$ cat config.mk
export PLATFORM = sky130hd
export DESIGN_NAME = mei_ctrl
export DESIGN_NICKNAME = d
export VERILOG_FILES = /design/src/pkg/mei_pkg.sv /design/src/core/mei_sync.sv /design/src/core/mei_ctrl.sv
export VERILOG_INCLUDE_DIRS = /design/src /design/src/pkg
export SDC_FILE = /design/constraint.sdc
export NUM_CORES = 1
export LEC_CHECK = 0
export ABC_AREA = 1
export ABC_CLOCK_PERIOD_IN_PS = 7750
export BUFFER_PORTS_ARGS = -buffer_cell sky130_fd_sc_hd__buf_2
export CAP_MARGIN = 20
export CORE_MARGIN = 2
export CORE_UTILIZATION = 62
export CTS_CLUSTER_DIAMETER = 50
export CTS_CLUSTER_SIZE = 8
export DETAILED_ROUTE_END_ITERATION = 10
export PLACE_DENSITY = 0.84
export SYNTH_ARGS = -nofsm -noshare
export SYNTH_HDL_FRONTEND = slang
export SYNTH_SLANG_ARGS = --single-unit
$ cat constraint.sdc
create_clock -name ref_clk -period 7.75 [get_ports ref_clk]
set_input_delay 1.55 -clock ref_clk [delete_from_list [all_inputs] [get_ports ref_clk]]
set_output_delay 1.55 -clock ref_clk [all_outputs]
set_load 0.01 [all_outputs]
$ cat src/pkg/mei_cfg.svh
// Constants of the motion event and interrupt control block.
// Assumes inclusion by bare name from the package and the design modules.
// Summary of operation
// Define-home command zeroes the absolute position register.
// Define-home leaves the ongoing move's target untouched unless motion restarts.
// Interrupt output asserts only for flags whose enable bit is one.
// Status flags show their conditions whatever the enable mask holds.
// Arm-index command latches position at next index pulse, sets bit 3.
// Capture happens when both phases and index are low together.
// Threshold commands carry two bytes, high byte first, value 0 to 7FFF.
// Error magnitude above threshold sets status bit 5.
// Stop-mode threshold also sets bit 5 and forces motor to zero code.
// Absolute breakpoint, four bytes; bit 6 set when position reaches it.
// Relative breakpoint is offset from commanded target; sets bit 6 too.
// Host keeps relative breakpoint plus target inside position range.
// Enable command: low byte bits 1..6 enable interrupts, others ignored.
// Enable and clear words share one bit layout, bits 1 to 6.
// Clear command: each zero in bits 1..6 clears that flag.
// Status byte bits 1..6 report the six event conditions.
// Host may clear flags singly, in its own priority order.
// Zero motor code is 80 hex narrow, 800 hex wide.
// Command bytes written while busy are ignored.
// Flags stay set until cleared; interrupt holds while any enabled flag set.
// New threshold or breakpoint applies from next servo sample.
`ifndef MEI_CFG_SVH
`define MEI_CFG_SVH
// ****************************************
// Command codes
// ****************************************
`define MEI_CMD_START 8'h01
`define MEI_CMD_HOME 8'h02
`define MEI_CMD_ARM_IDX 8'h03
`define MEI_CMD_NARROW 8'h05
`define MEI_CMD_WIDE 8'h06
`define MEI_CMD_ERR_STOP 8'h1A
`define MEI_CMD_ERR_INT 8'h1B
`define MEI_CMD_ENABLE 8'h1C
`define MEI_CMD_CLEAR 8'h1D
`define MEI_CMD_BP_ABS 8'h20
`define MEI_CMD_BP_REL 8'h21
// ****************************************
// Data byte counts
// ****************************************
`define MEI_LEN_NONE 3'h0
`define MEI_LEN_WORD 3'h2
`define MEI_LEN_LONG 3'h4
// ****************************************
// Flag positions and layout
// ****************************************
`define MEI_FLG_LSB 1
`define MEI_FLG_MSB 6
`define MEI_FLG_CMDERR 0
`define MEI_FLG_TRAJ 1
`define MEI_FLG_INDEX 2
`define MEI_FLG_WRAP 3
`define MEI_FLG_POSERR 4
`define MEI_FLG_BREAK 5
`define MEI_THR_MSB 14
// ****************************************
// Reset values and codes
// ****************************************
`define MEI_ENABLE_RST 6'h00
`define MEI_ZERO_NARROW 12'h080
`define MEI_ZERO_WIDE 12'h800
// ****************************************
// Timing
// ****************************************
`define MEI_CLK_MHZ 25
`define MEI_BUSY_NS 2000
`define MEI_BUSY_CYC ((`MEI_BUSY_NS * `MEI_CLK_MHZ + 999) / 1000)
`endif

$ cat src/pkg/mei_pkg.sv
// Types of the motion event and interrupt control block.
// Assumes mei_cfg.svh on the include path.
`include "mei_cfg.svh"
package mei_pkg;
  // Synchroniser state, three stages and the settled value
  typedef struct packed {
    logic [10:0] s1;
    logic [10:0] s2;
    logic [10:0] s3;
    logic [10:0] q;
  } mei_sync_t;

  // Whole state of the controller
  typedef struct packed {
    logic wr_q;
    logic pa;
    logic pb;
    logic [7:0] busy_cnt;
    logic [7:0] cmd;
    logic [2:0] left;
    logic [23:0] shift;
    logic [31:0] abs_pos;
    logic [31:0] index_pos;
    logic idx_armed;
    logic [14:0] thresh;
    logic thr_valid;
    logic stop_mode;
    logic stopped;
    logic [31:0] bp_pos;
    logic bp_armed;
    logic wide;
    logic [5:0] enable;
    logic [5:0] flags;
    logic [7:0] status;
    logic irq;
    logic [11:0] motor;
    logic home_evt;
  } mei_state_t;
endpackage : mei_pkg

$ cat src/core/mei_sync.sv
// Three-stage synchroniser with agreement filter for pin inputs.
// Assumes inputs are asynchronous to ref_clk.
`timescale 1ns/1ps
module mei_sync (
  // Clock and reset
  input wire logic ref_clk,
  input wire logic reset_n,
  // Pins and settled values
  input wire logic [10:0] pin,
  output logic [10:0] q
);
  mei_pkg::mei_sync_t st_r;
  mei_pkg::mei_sync_t st_nxt;

  // Value moves only when stages two and three agree
  always_comb begin
    st_nxt = st_r;
    st_nxt.s1 = pin;
    st_nxt.s2 = st_r.s1;
    st_nxt.s3 = st_r.s2;
    for (int i = 0; i < 11; i++) begin
      if (st_r.s2[i] == st_r.s3[i]) begin
        st_nxt.q[i] = st_r.s3[i];
      end
    end
  end

  // Idle level of all pins is high
  always_ff @(posedge ref_clk or negedge reset_n) begin
    if (!reset_n) begin
      st_r <= '1;
    end else begin
      st_r <= st_nxt;
    end
  end

  assign q = st_r.q;
endmodule : mei_sync

$ cat src/core/mei_ctrl.sv
// Event flags, interrupt gating and event detectors of the motion controller.
// Assumes host port and encoder pins are asynchronous; loop values are on ref_clk.
`timescale 1ns/1ps
`include "mei_cfg.svh"
module mei_ctrl #(
  parameter int BUSY_CYC = `MEI_BUSY_CYC
) (
  // Clock and reset
  input wire logic ref_clk,
  input wire logic reset_n,
  // Host byte port pins
  input wire logic host_wr_n,
  input wire logic host_ps_n,
  input wire logic [7:0] host_d,
  // Encoder pins
  input wire logic enc_a,
  input wire logic enc_b,
  input wire logic enc_idx_n,
  // Servo loop values
  input wire logic sample_tick,
  input wire logic signed [15:0] pos_error,
  input wire logic [31:0] target_pos,
  input wire logic [11:0] motor_in,
  input wire logic traj_done,
  input wire logic wrap_evt,
  // Host visible results
  output logic [7:0] status_byte,
  output logic host_irq,
  output logic [31:0] index_pos,
  // Position and motor
  output logic [31:0] abs_pos,
  output logic home_evt,
  output logic [11:0] motor_out
);
  // ****************************************
  // Pin synchronisation
  // ****************************************
  logic [10:0] pins_q;
  logic q_wr_n;
  logic q_ps_n;
  logic [7:0] q_d;
  logic q_a;
  logic q_b;
  logic q_idx_n;

  mei_sync u_sync (
    .ref_clk(ref_clk),
    .reset_n(reset_n),
    .pin({host_wr_n, host_ps_n, 1'b1, host_d}), // Bit 8 is a spare, held high
    .q(pins_q)
  );

  // Encoder phases and index pass a second copy of the same filter, on their own pins
  logic [2:0] enc_q;
  logic [7:0] pins_unused;
  mei_sync u_enc (
    .ref_clk(ref_clk),
    .reset_n(reset_n),
    .pin({8'hFF, enc_a, enc_b, enc_idx_n}),
    .q({pins_unused, enc_q})
  );

  assign q_wr_n = pins_q[10];
  assign q_ps_n = pins_q[9];
  assign q_d = pins_q[7:0];
  assign q_a = enc_q[2];
  assign q_b = enc_q[1];
  assign q_idx_n = enc_q[0];

  // ****************************************
  // Functions
  // ****************************************
  // Data bytes that follow each command code
  function automatic logic [2:0] cmd_len(input logic [7:0] c);
    case (c)
      `MEI_CMD_ERR_STOP, `MEI_CMD_ERR_INT, `MEI_CMD_ENABLE, `MEI_CMD_CLEAR:
        cmd_len = `MEI_LEN_WORD;
      `MEI_CMD_BP_ABS, `MEI_CMD_BP_REL: cmd_len = `MEI_LEN_LONG;
      default: cmd_len = `MEI_LEN_NONE;
    endcase
  endfunction : cmd_len

  // Known codes; unknown ones raise the command error flag
  function automatic logic cmd_known(input logic [7:0] c);
    cmd_known = (cmd_len(c) != `MEI_LEN_NONE) || (c == `MEI_CMD_START) ||
      (c == `MEI_CMD_HOME) || (c == `MEI_CMD_ARM_IDX) ||
      (c == `MEI_CMD_NARROW) || (c == `MEI_CMD_WIDE);
  endfunction : cmd_known

  // Quadrature step from old and new phases, two's complement
  function automatic logic [1:0] quad_step(input logic [3:0] ab);
    case (ab)
      4'h1, 4'h7, 4'hE, 4'h8: quad_step = 2'h1;
      4'h2, 4'hB, 4'hD, 4'h4: quad_step = 2'h3;
      default: quad_step = 2'h0;
    endcase
  endfunction : quad_step

  // ****************************************
  // Next state
  // ****************************************
  mei_pkg::mei_state_t st_r;
  mei_pkg::mei_state_t st_nxt;
  logic wr_fall;
  logic cmd_byte;
  logic [31:0] word;
  logic [16:0] err_mag;
  logic [5:0] set_v;
  logic [5:0] clr_v;
  logic [1:0] step;

  always_comb begin
    st_nxt = st_r;
    set_v = 6'h00;
    clr_v = 6'h00;
    st_nxt.home_evt = 1'b0;
    st_nxt.wr_q = q_wr_n;
    wr_fall = st_r.wr_q & ~q_wr_n;
    cmd_byte = wr_fall & ~q_ps_n;
    word = {st_r.shift, q_d};
    err_mag = pos_error[15] ? 17'(-$signed({pos_error[15], pos_error}))
                            : {1'b0, pos_error};
    // Quadrature counting of the absolute position
    step = quad_step({st_r.pa, st_r.pb, q_a, q_b});
    st_nxt.pa = q_a;
    st_nxt.pb = q_b;
    st_nxt.abs_pos = st_r.abs_pos + {{30{step[1]}}, step};
    if (st_r.busy_cnt != 8'h00) begin
      st_nxt.busy_cnt = st_r.busy_cnt - 8'h01;
    end
    // Host bytes; nothing is taken while busy
    if (wr_fall && st_r.busy_cnt == 8'h00) begin
      if (!q_ps_n) begin
        st_nxt.cmd = q_d;
        st_nxt.left = cmd_len(q_d);
        st_nxt.busy_cnt = 8'(BUSY_CYC);
        if (!cmd_known(q_d)) begin
          set_v[`MEI_FLG_CMDERR] = 1'b1;
        end
        unique case (q_d)
          // Home zeroes position; target input is left alone
          `MEI_CMD_HOME: begin
            st_nxt.abs_pos = 32'h0000_0000;
            st_nxt.home_evt = 1'b1;
          end
          `MEI_CMD_ARM_IDX: st_nxt.idx_armed = 1'b1;
          `MEI_CMD_NARROW: st_nxt.wide = 1'b0;
          `MEI_CMD_WIDE: st_nxt.wide = 1'b1;
          `MEI_CMD_START: st_nxt.stopped = 1'b0;
          default: ;
        endcase
      end else if (st_r.left != `MEI_LEN_NONE) begin
        st_nxt.shift = word[23:0];
        st_nxt.left = st_r.left - 3'h1;
        // Busy after the second byte of each pair
        if (st_r.left[0] == 1'b1) begin
          st_nxt.busy_cnt = 8'(BUSY_CYC);
        end
        if (st_r.left == 3'h1) begin
          // Values land now; compared at next sample
          unique case (st_r.cmd)
            `MEI_CMD_ERR_INT, `MEI_CMD_ERR_STOP: begin
              st_nxt.thresh = word[`MEI_THR_MSB:0];
              st_nxt.thr_valid = 1'b1;
              st_nxt.stop_mode = (st_r.cmd == `MEI_CMD_ERR_STOP);
            end
            `MEI_CMD_BP_ABS: begin
              st_nxt.bp_pos = word;
              st_nxt.bp_armed = 1'b1;
            end
            `MEI_CMD_BP_REL: begin
              // Host keeps the sum in range, no wrap check here
              st_nxt.bp_pos = target_pos + word;
              st_nxt.bp_armed = 1'b1;
            end
            `MEI_CMD_ENABLE: st_nxt.enable = word[`MEI_FLG_MSB:`MEI_FLG_LSB];
            `MEI_CMD_CLEAR: clr_v = ~word[`MEI_FLG_MSB:`MEI_FLG_LSB];
            default: ;
          endcase
        end
      end
    end
    // Index capture on all three inputs low
    if (st_r.idx_armed && !q_a && !q_b && !q_idx_n) begin
      st_nxt.index_pos = st_r.abs_pos;
      st_nxt.idx_armed = 1'b0;
      set_v[`MEI_FLG_INDEX] = 1'b1;
    end
    // Error and breakpoint checks once per servo sample
    if (sample_tick) begin
      if (st_r.thr_valid && err_mag > {2'b00, st_r.thresh}) begin
        set_v[`MEI_FLG_POSERR] = 1'b1;
        if (st_r.stop_mode) begin
          st_nxt.stopped = 1'b1;
        end
      end
      if (st_r.bp_armed && st_r.abs_pos == st_r.bp_pos) begin
        set_v[`MEI_FLG_BREAK] = 1'b1;
        st_nxt.bp_armed = 1'b0;
      end
    end
    set_v[`MEI_FLG_TRAJ] = set_v[`MEI_FLG_TRAJ] | traj_done;
    set_v[`MEI_FLG_WRAP] = set_v[`MEI_FLG_WRAP] | wrap_evt;
    // Sticky flags, an arriving event beats a clear
    st_nxt.flags = (st_r.flags & ~clr_v) | set_v;
    // Status shows flags whatever the mask
    st_nxt.status = {1'b0, st_nxt.flags, st_nxt.busy_cnt != 8'h00};
    st_nxt.irq = |(st_nxt.flags & st_nxt.enable);
    // Stopped motor sits at the half-scale zero code
    if (st_nxt.stopped) begin
      st_nxt.motor = st_nxt.wide ? `MEI_ZERO_WIDE : `MEI_ZERO_NARROW;
    end else begin
      st_nxt.motor = motor_in;
    end
  end

  // ****************************************
  // State register
  // ****************************************
  // Motor rests at the narrow zero code out of reset
  always_ff @(posedge ref_clk or negedge reset_n) begin
    if (!reset_n) begin
      st_r <= '0;
      st_r.wr_q <= 1'b1;
      st_r.enable <= `MEI_ENABLE_RST;
      st_r.motor <= `MEI_ZERO_NARROW;
    end else begin
      st_r <= st_nxt;
    end
  end

  assign status_byte = st_r.status;
  assign host_irq = st_r.irq;
  assign index_pos = st_r.index_pos;
  assign abs_pos = st_r.abs_pos;
  assign home_evt = st_r.home_evt;
  assign motor_out = st_r.motor;

  // Plain helper signals, so that past values always name a signal
  logic [5:0] kept_v;
  logic [5:0] race_v;
  logic [5:0] drop_v;
  logic [5:0] low_field;
  logic [14:0] thr_word;
  assign kept_v = st_r.flags & ~clr_v;
  assign race_v = set_v & clr_v;
  assign drop_v = clr_v & ~set_v;
  assign low_field = q_d[`MEI_FLG_MSB:`MEI_FLG_LSB];
  assign thr_word = word[`MEI_THR_MSB:0];
endmodule : mei_ctrl

==> impl_results.md <==
* Critical path arrival at 4.71 ns
* Hold buffers post-CTS at 0
* Most frequent cells after synthesis: 468 x nand2_1, 249 x inv_1, 194 x nor2_1
* Flop-to-flop setup slack at 3.57 ns
* Placed Area at 15,400 um^2
* Worst Hold Depth at 0
* Htree depth at 2
* Critical Path RT at 8.14 ns
* CTS Buffer Depth at 3
* Sequential element share of the synthesized area at 0.410
* Share of cells above drive strength 1 at 0.145
* Num rows at 56
* Post-synth top flop: dfrtp_1
* Initial antenna violation count at 2
* Fillers at 1,960
* CTS tree: yes
* Final instance area at 16,600 um^2
* Most numerous cell in the Yosys netlist: nand2_1
* Synth warn at 0
* Total power at 4.93 mW
* Slew @ Worst Pin at 1.11 ns
* Final Hold Fails at 0
* Max IR drop VDD at 280 uV
* Crit-path slowest cell: nor4_1
* Synth Cell Area at 14,900 um^2
* DR pass1 iterations at 6
* Vias per cell at 5.61
* Die ar. at 25,300 um^2
* Clk root buf: clkbuf_16
* Max-Cap Viols at 0
* Post-CTS setup repair buffer count at 0
* Overflow after GRT at 0
* Hold Path Origin: u_sync.st_nxt[32]
* Final core occ at 0.705
* Via count at 13.4k
* Clock skew at 0.0154 ns
* GP Congestion at 1.03
* Total GRT Usage at 0.325
* HPWL after DPL at 30,600 um
* Routed WL at 41,100 um
* Largest net degree at the start of global routing at 86
* Critical Path Start Type: primary input
* Tmin final at 4.32 ns
* Crit share post-route at 0.558
* Die W at 159 um
* Post-route DRC at 0
* Mapped Cells at 1,956
* Resize count post-CTS at 0
* Critical path class: primary input to flip-flop
* R2R depth at 14
* Power per Cell Area at 297 nW/um^2
* CTS Buf Count at 39
* Outcome: finished clean
* Slew headroom at 0.262
* CP endpoint kind: flip-flop
* Async set or reset register ratio after synthesis at 1.00
* Nets at 2,213
* Avg Synthesized Cell Area at 7.63 um^2
* Initial drt markers at 1,177
* Routed Antenna Nets at 0
* DR WL/cell at 17.2 um
* Syn-to-layout area delta at 11.2%
* Reg2Reg Launch Point: u_enc.q[1]
* F_max at 231 MHz
* CTS clk-pin slew, worst paths at 0.05 ns
* RSZ-0062 raised after global routing: no
* Vias in the first global route at 13.1k
* Starting Density at 0.634
* Yosys cell types at 49
* Worst Hold End: u_sync.st_nxt[21]
* Top post-synthesis cells by area: dfrtp_1 32%, nand2_1 12%, dfstp_2 9.5%
* Syn nets at 2,122
* Crit path max fanout at 13
* CTS sink count at 242
* Synth area leader: dfrtp_1
* Seq cells post-synth at 242
* Critical path's most frequent cell: nand2_1
* Reg-to-reg endpoint: abs_pos[28]
* Setup_tns at 0 ns
* Clk_lat worst skew at 0.52 ns
* Worst path max stage delay at 0.42 ns
* Slew Limit Fails at 0
* Die span in y at 159 um
* CORE AREA at 23,500 um^2
* Setup violators final at 0
* Global-route wire length before repair at 66,600 um
* Share of the synthesized area in the top cell type at 0.315
* Io pins at 164
* Worst Hold Class: flip-flop to flip-flop
* Static Leakage at 8.59 nW
* EDFF count, synth at 0
* IO buf count at 162
* Worst-path cell chain: buf_2 -> inv_1 -> ha_1 -> inv_1 -> nor4_1 -> nand3_1 -> o31ai_1 -> xnor2_1 -> ha_1 -> nand2_1 -> nor2_1 -> inv_1 -> nor2_1 -> nand2_1 -> nand2_1 -> nand2_1 -> nand2_1 -> nand2_1 -> nand2_1 -> nand3_1 -> nand2_2 -> nor2_1
cell type report:
class	instances	area, um^2	share of cell area
multi-input combinational	1338	7050	0.424
sequential	242	6120	0.369
clock buffer	56	1050	0.0632
inverter	257	966	0.0582
timing repair buffer	169	893	0.0538
tap	319	399	0.0240
clock inverter	7	115	0.00694
antenna	2	5.00	0.000302
layer usage:
layer,vias up,share of wire,GRT usage
met3,133,0.062,0.0485
met2,509,0.47,0.548
met4,0,0.044,0.134
li1,6448,-,-
met1,6310,0.42,0.421
met5,-,0,0
worst max-delay path, delay by kind of cell:
family | cells | cell delay (ns)
AOI/OAI and AO/OA | 1 | 0.30
xor gates and xnor gates | 1 | 0.12
adders and majority gates | 2 | 0.48
buffers and inverters | 4 | 0.30
and+or+nand+nor | 14 | 1.97
through the flow:
stage                     worst slack [ns]  hold slack [ns]  std cells
after floorplan                       3.70            0.345       1956
after global placement                3.16            0.346       2324
after detailed placement              2.96            0.347       2324
after CTS                             3.48            0.349       2387
after global routing                  3.05            0.348       2390
final                                 3.43            0.344       2390
cells in the final DEF (no fill, tap or decap), drive strengths merged:
| master | n |
|---|---|
| clkinv | 5 |
| o21bai | 13 |
| a22oi | 9 |
| maj3 | 13 |
| clkbuf | 56 |
| nor4 | 5 |
| ha | 86 |
| nor3 | 25 |
| a21oi | 160 |
| nor2 | 199 |
| dfstp | 54 |
| a21boi | 7 |
| xnor2 | 17 |
| mux2 | 1 |
| o31ai | 2 |
| conb | 1 |
| xor2 | 21 |
| dfrtp | 188 |
| a211oi | 2 |
| nand3b | 5 |
| o21a | 6 |
| fa | 2 |
| buf | 169 |
| o22ai | 4 |
| nand4 | 27 |
| a31oi | 11 |
| diode | 2 |
| nand3 | 87 |
| o21ai | 147 |
| and2 | 1 |
| bufinv | 2 |
| nand2 | 474 |
| a21o | 6 |
| inv | 257 |
| o211ai | 1 |
| or2 | 6 |
cell families (layout without fill, tap and decap cells):
| kind of cell | after synthesis | after routing | synth area share |
|---|---|---|---|
| adders and majority gates | 101 | 101 | 0.0835 |
| xor gates and xnor gates | 38 | 38 | 0.0223 |
| AOI/OAI and AO/OA | 368 | 368 | 0.134 |
| other | 1 | 3 | 0.000251 |
| and+or+nand+nor | 829 | 829 | 0.232 |
| DFF | 242 | 242 | 0.410 |
| muxes | 1 | 1 | 0.000755 |
| buffers and inverters | 376 | 489 | 0.118 |
registers in the layout, indices dropped and copies added, names as in the netlist:
| name | flops |
|---|---|
| u_enc.q | 3 |
| u_sync.st_r | 10 |
| home_evt | 1 |
| u_enc.st_nxt | 6 |
| host_irq | 1 |
| u_sync.q | 10 |
| st_r | 110 |
| u_sync.st_nxt | 20 |
| abs_pos | 32 |
| motor_out | 12 |
| status_byte | 2 |
| u_enc.st_r | 3 |
| index_pos | 32 |
how the worst max path moves through the flow:
stage / startpoint / end / slack [ns]
6_report: pos_error[0] / motor_out[2] / 3.43
5_1_grt: pos_error[0] / motor_out[11] / 3.05
4_1_cts: pos_error[0] / motor_out[2] / 3.48
3_5_place_dp: pos_error[0] / motor_out[2] / 2.96
3_3_place_gp: pos_error[0] / motor_out[11] / 3.16
2_1_floorplan: pos_error[0] / motor_out[10] / 3.70
power breakdown:
part | switching, mW | internal [mW]
logic | 1.11 | 0.598
registers | 0.190 | 1.44
clock network | 0.585 | 1.00
(Power assumes the default switching activity.)
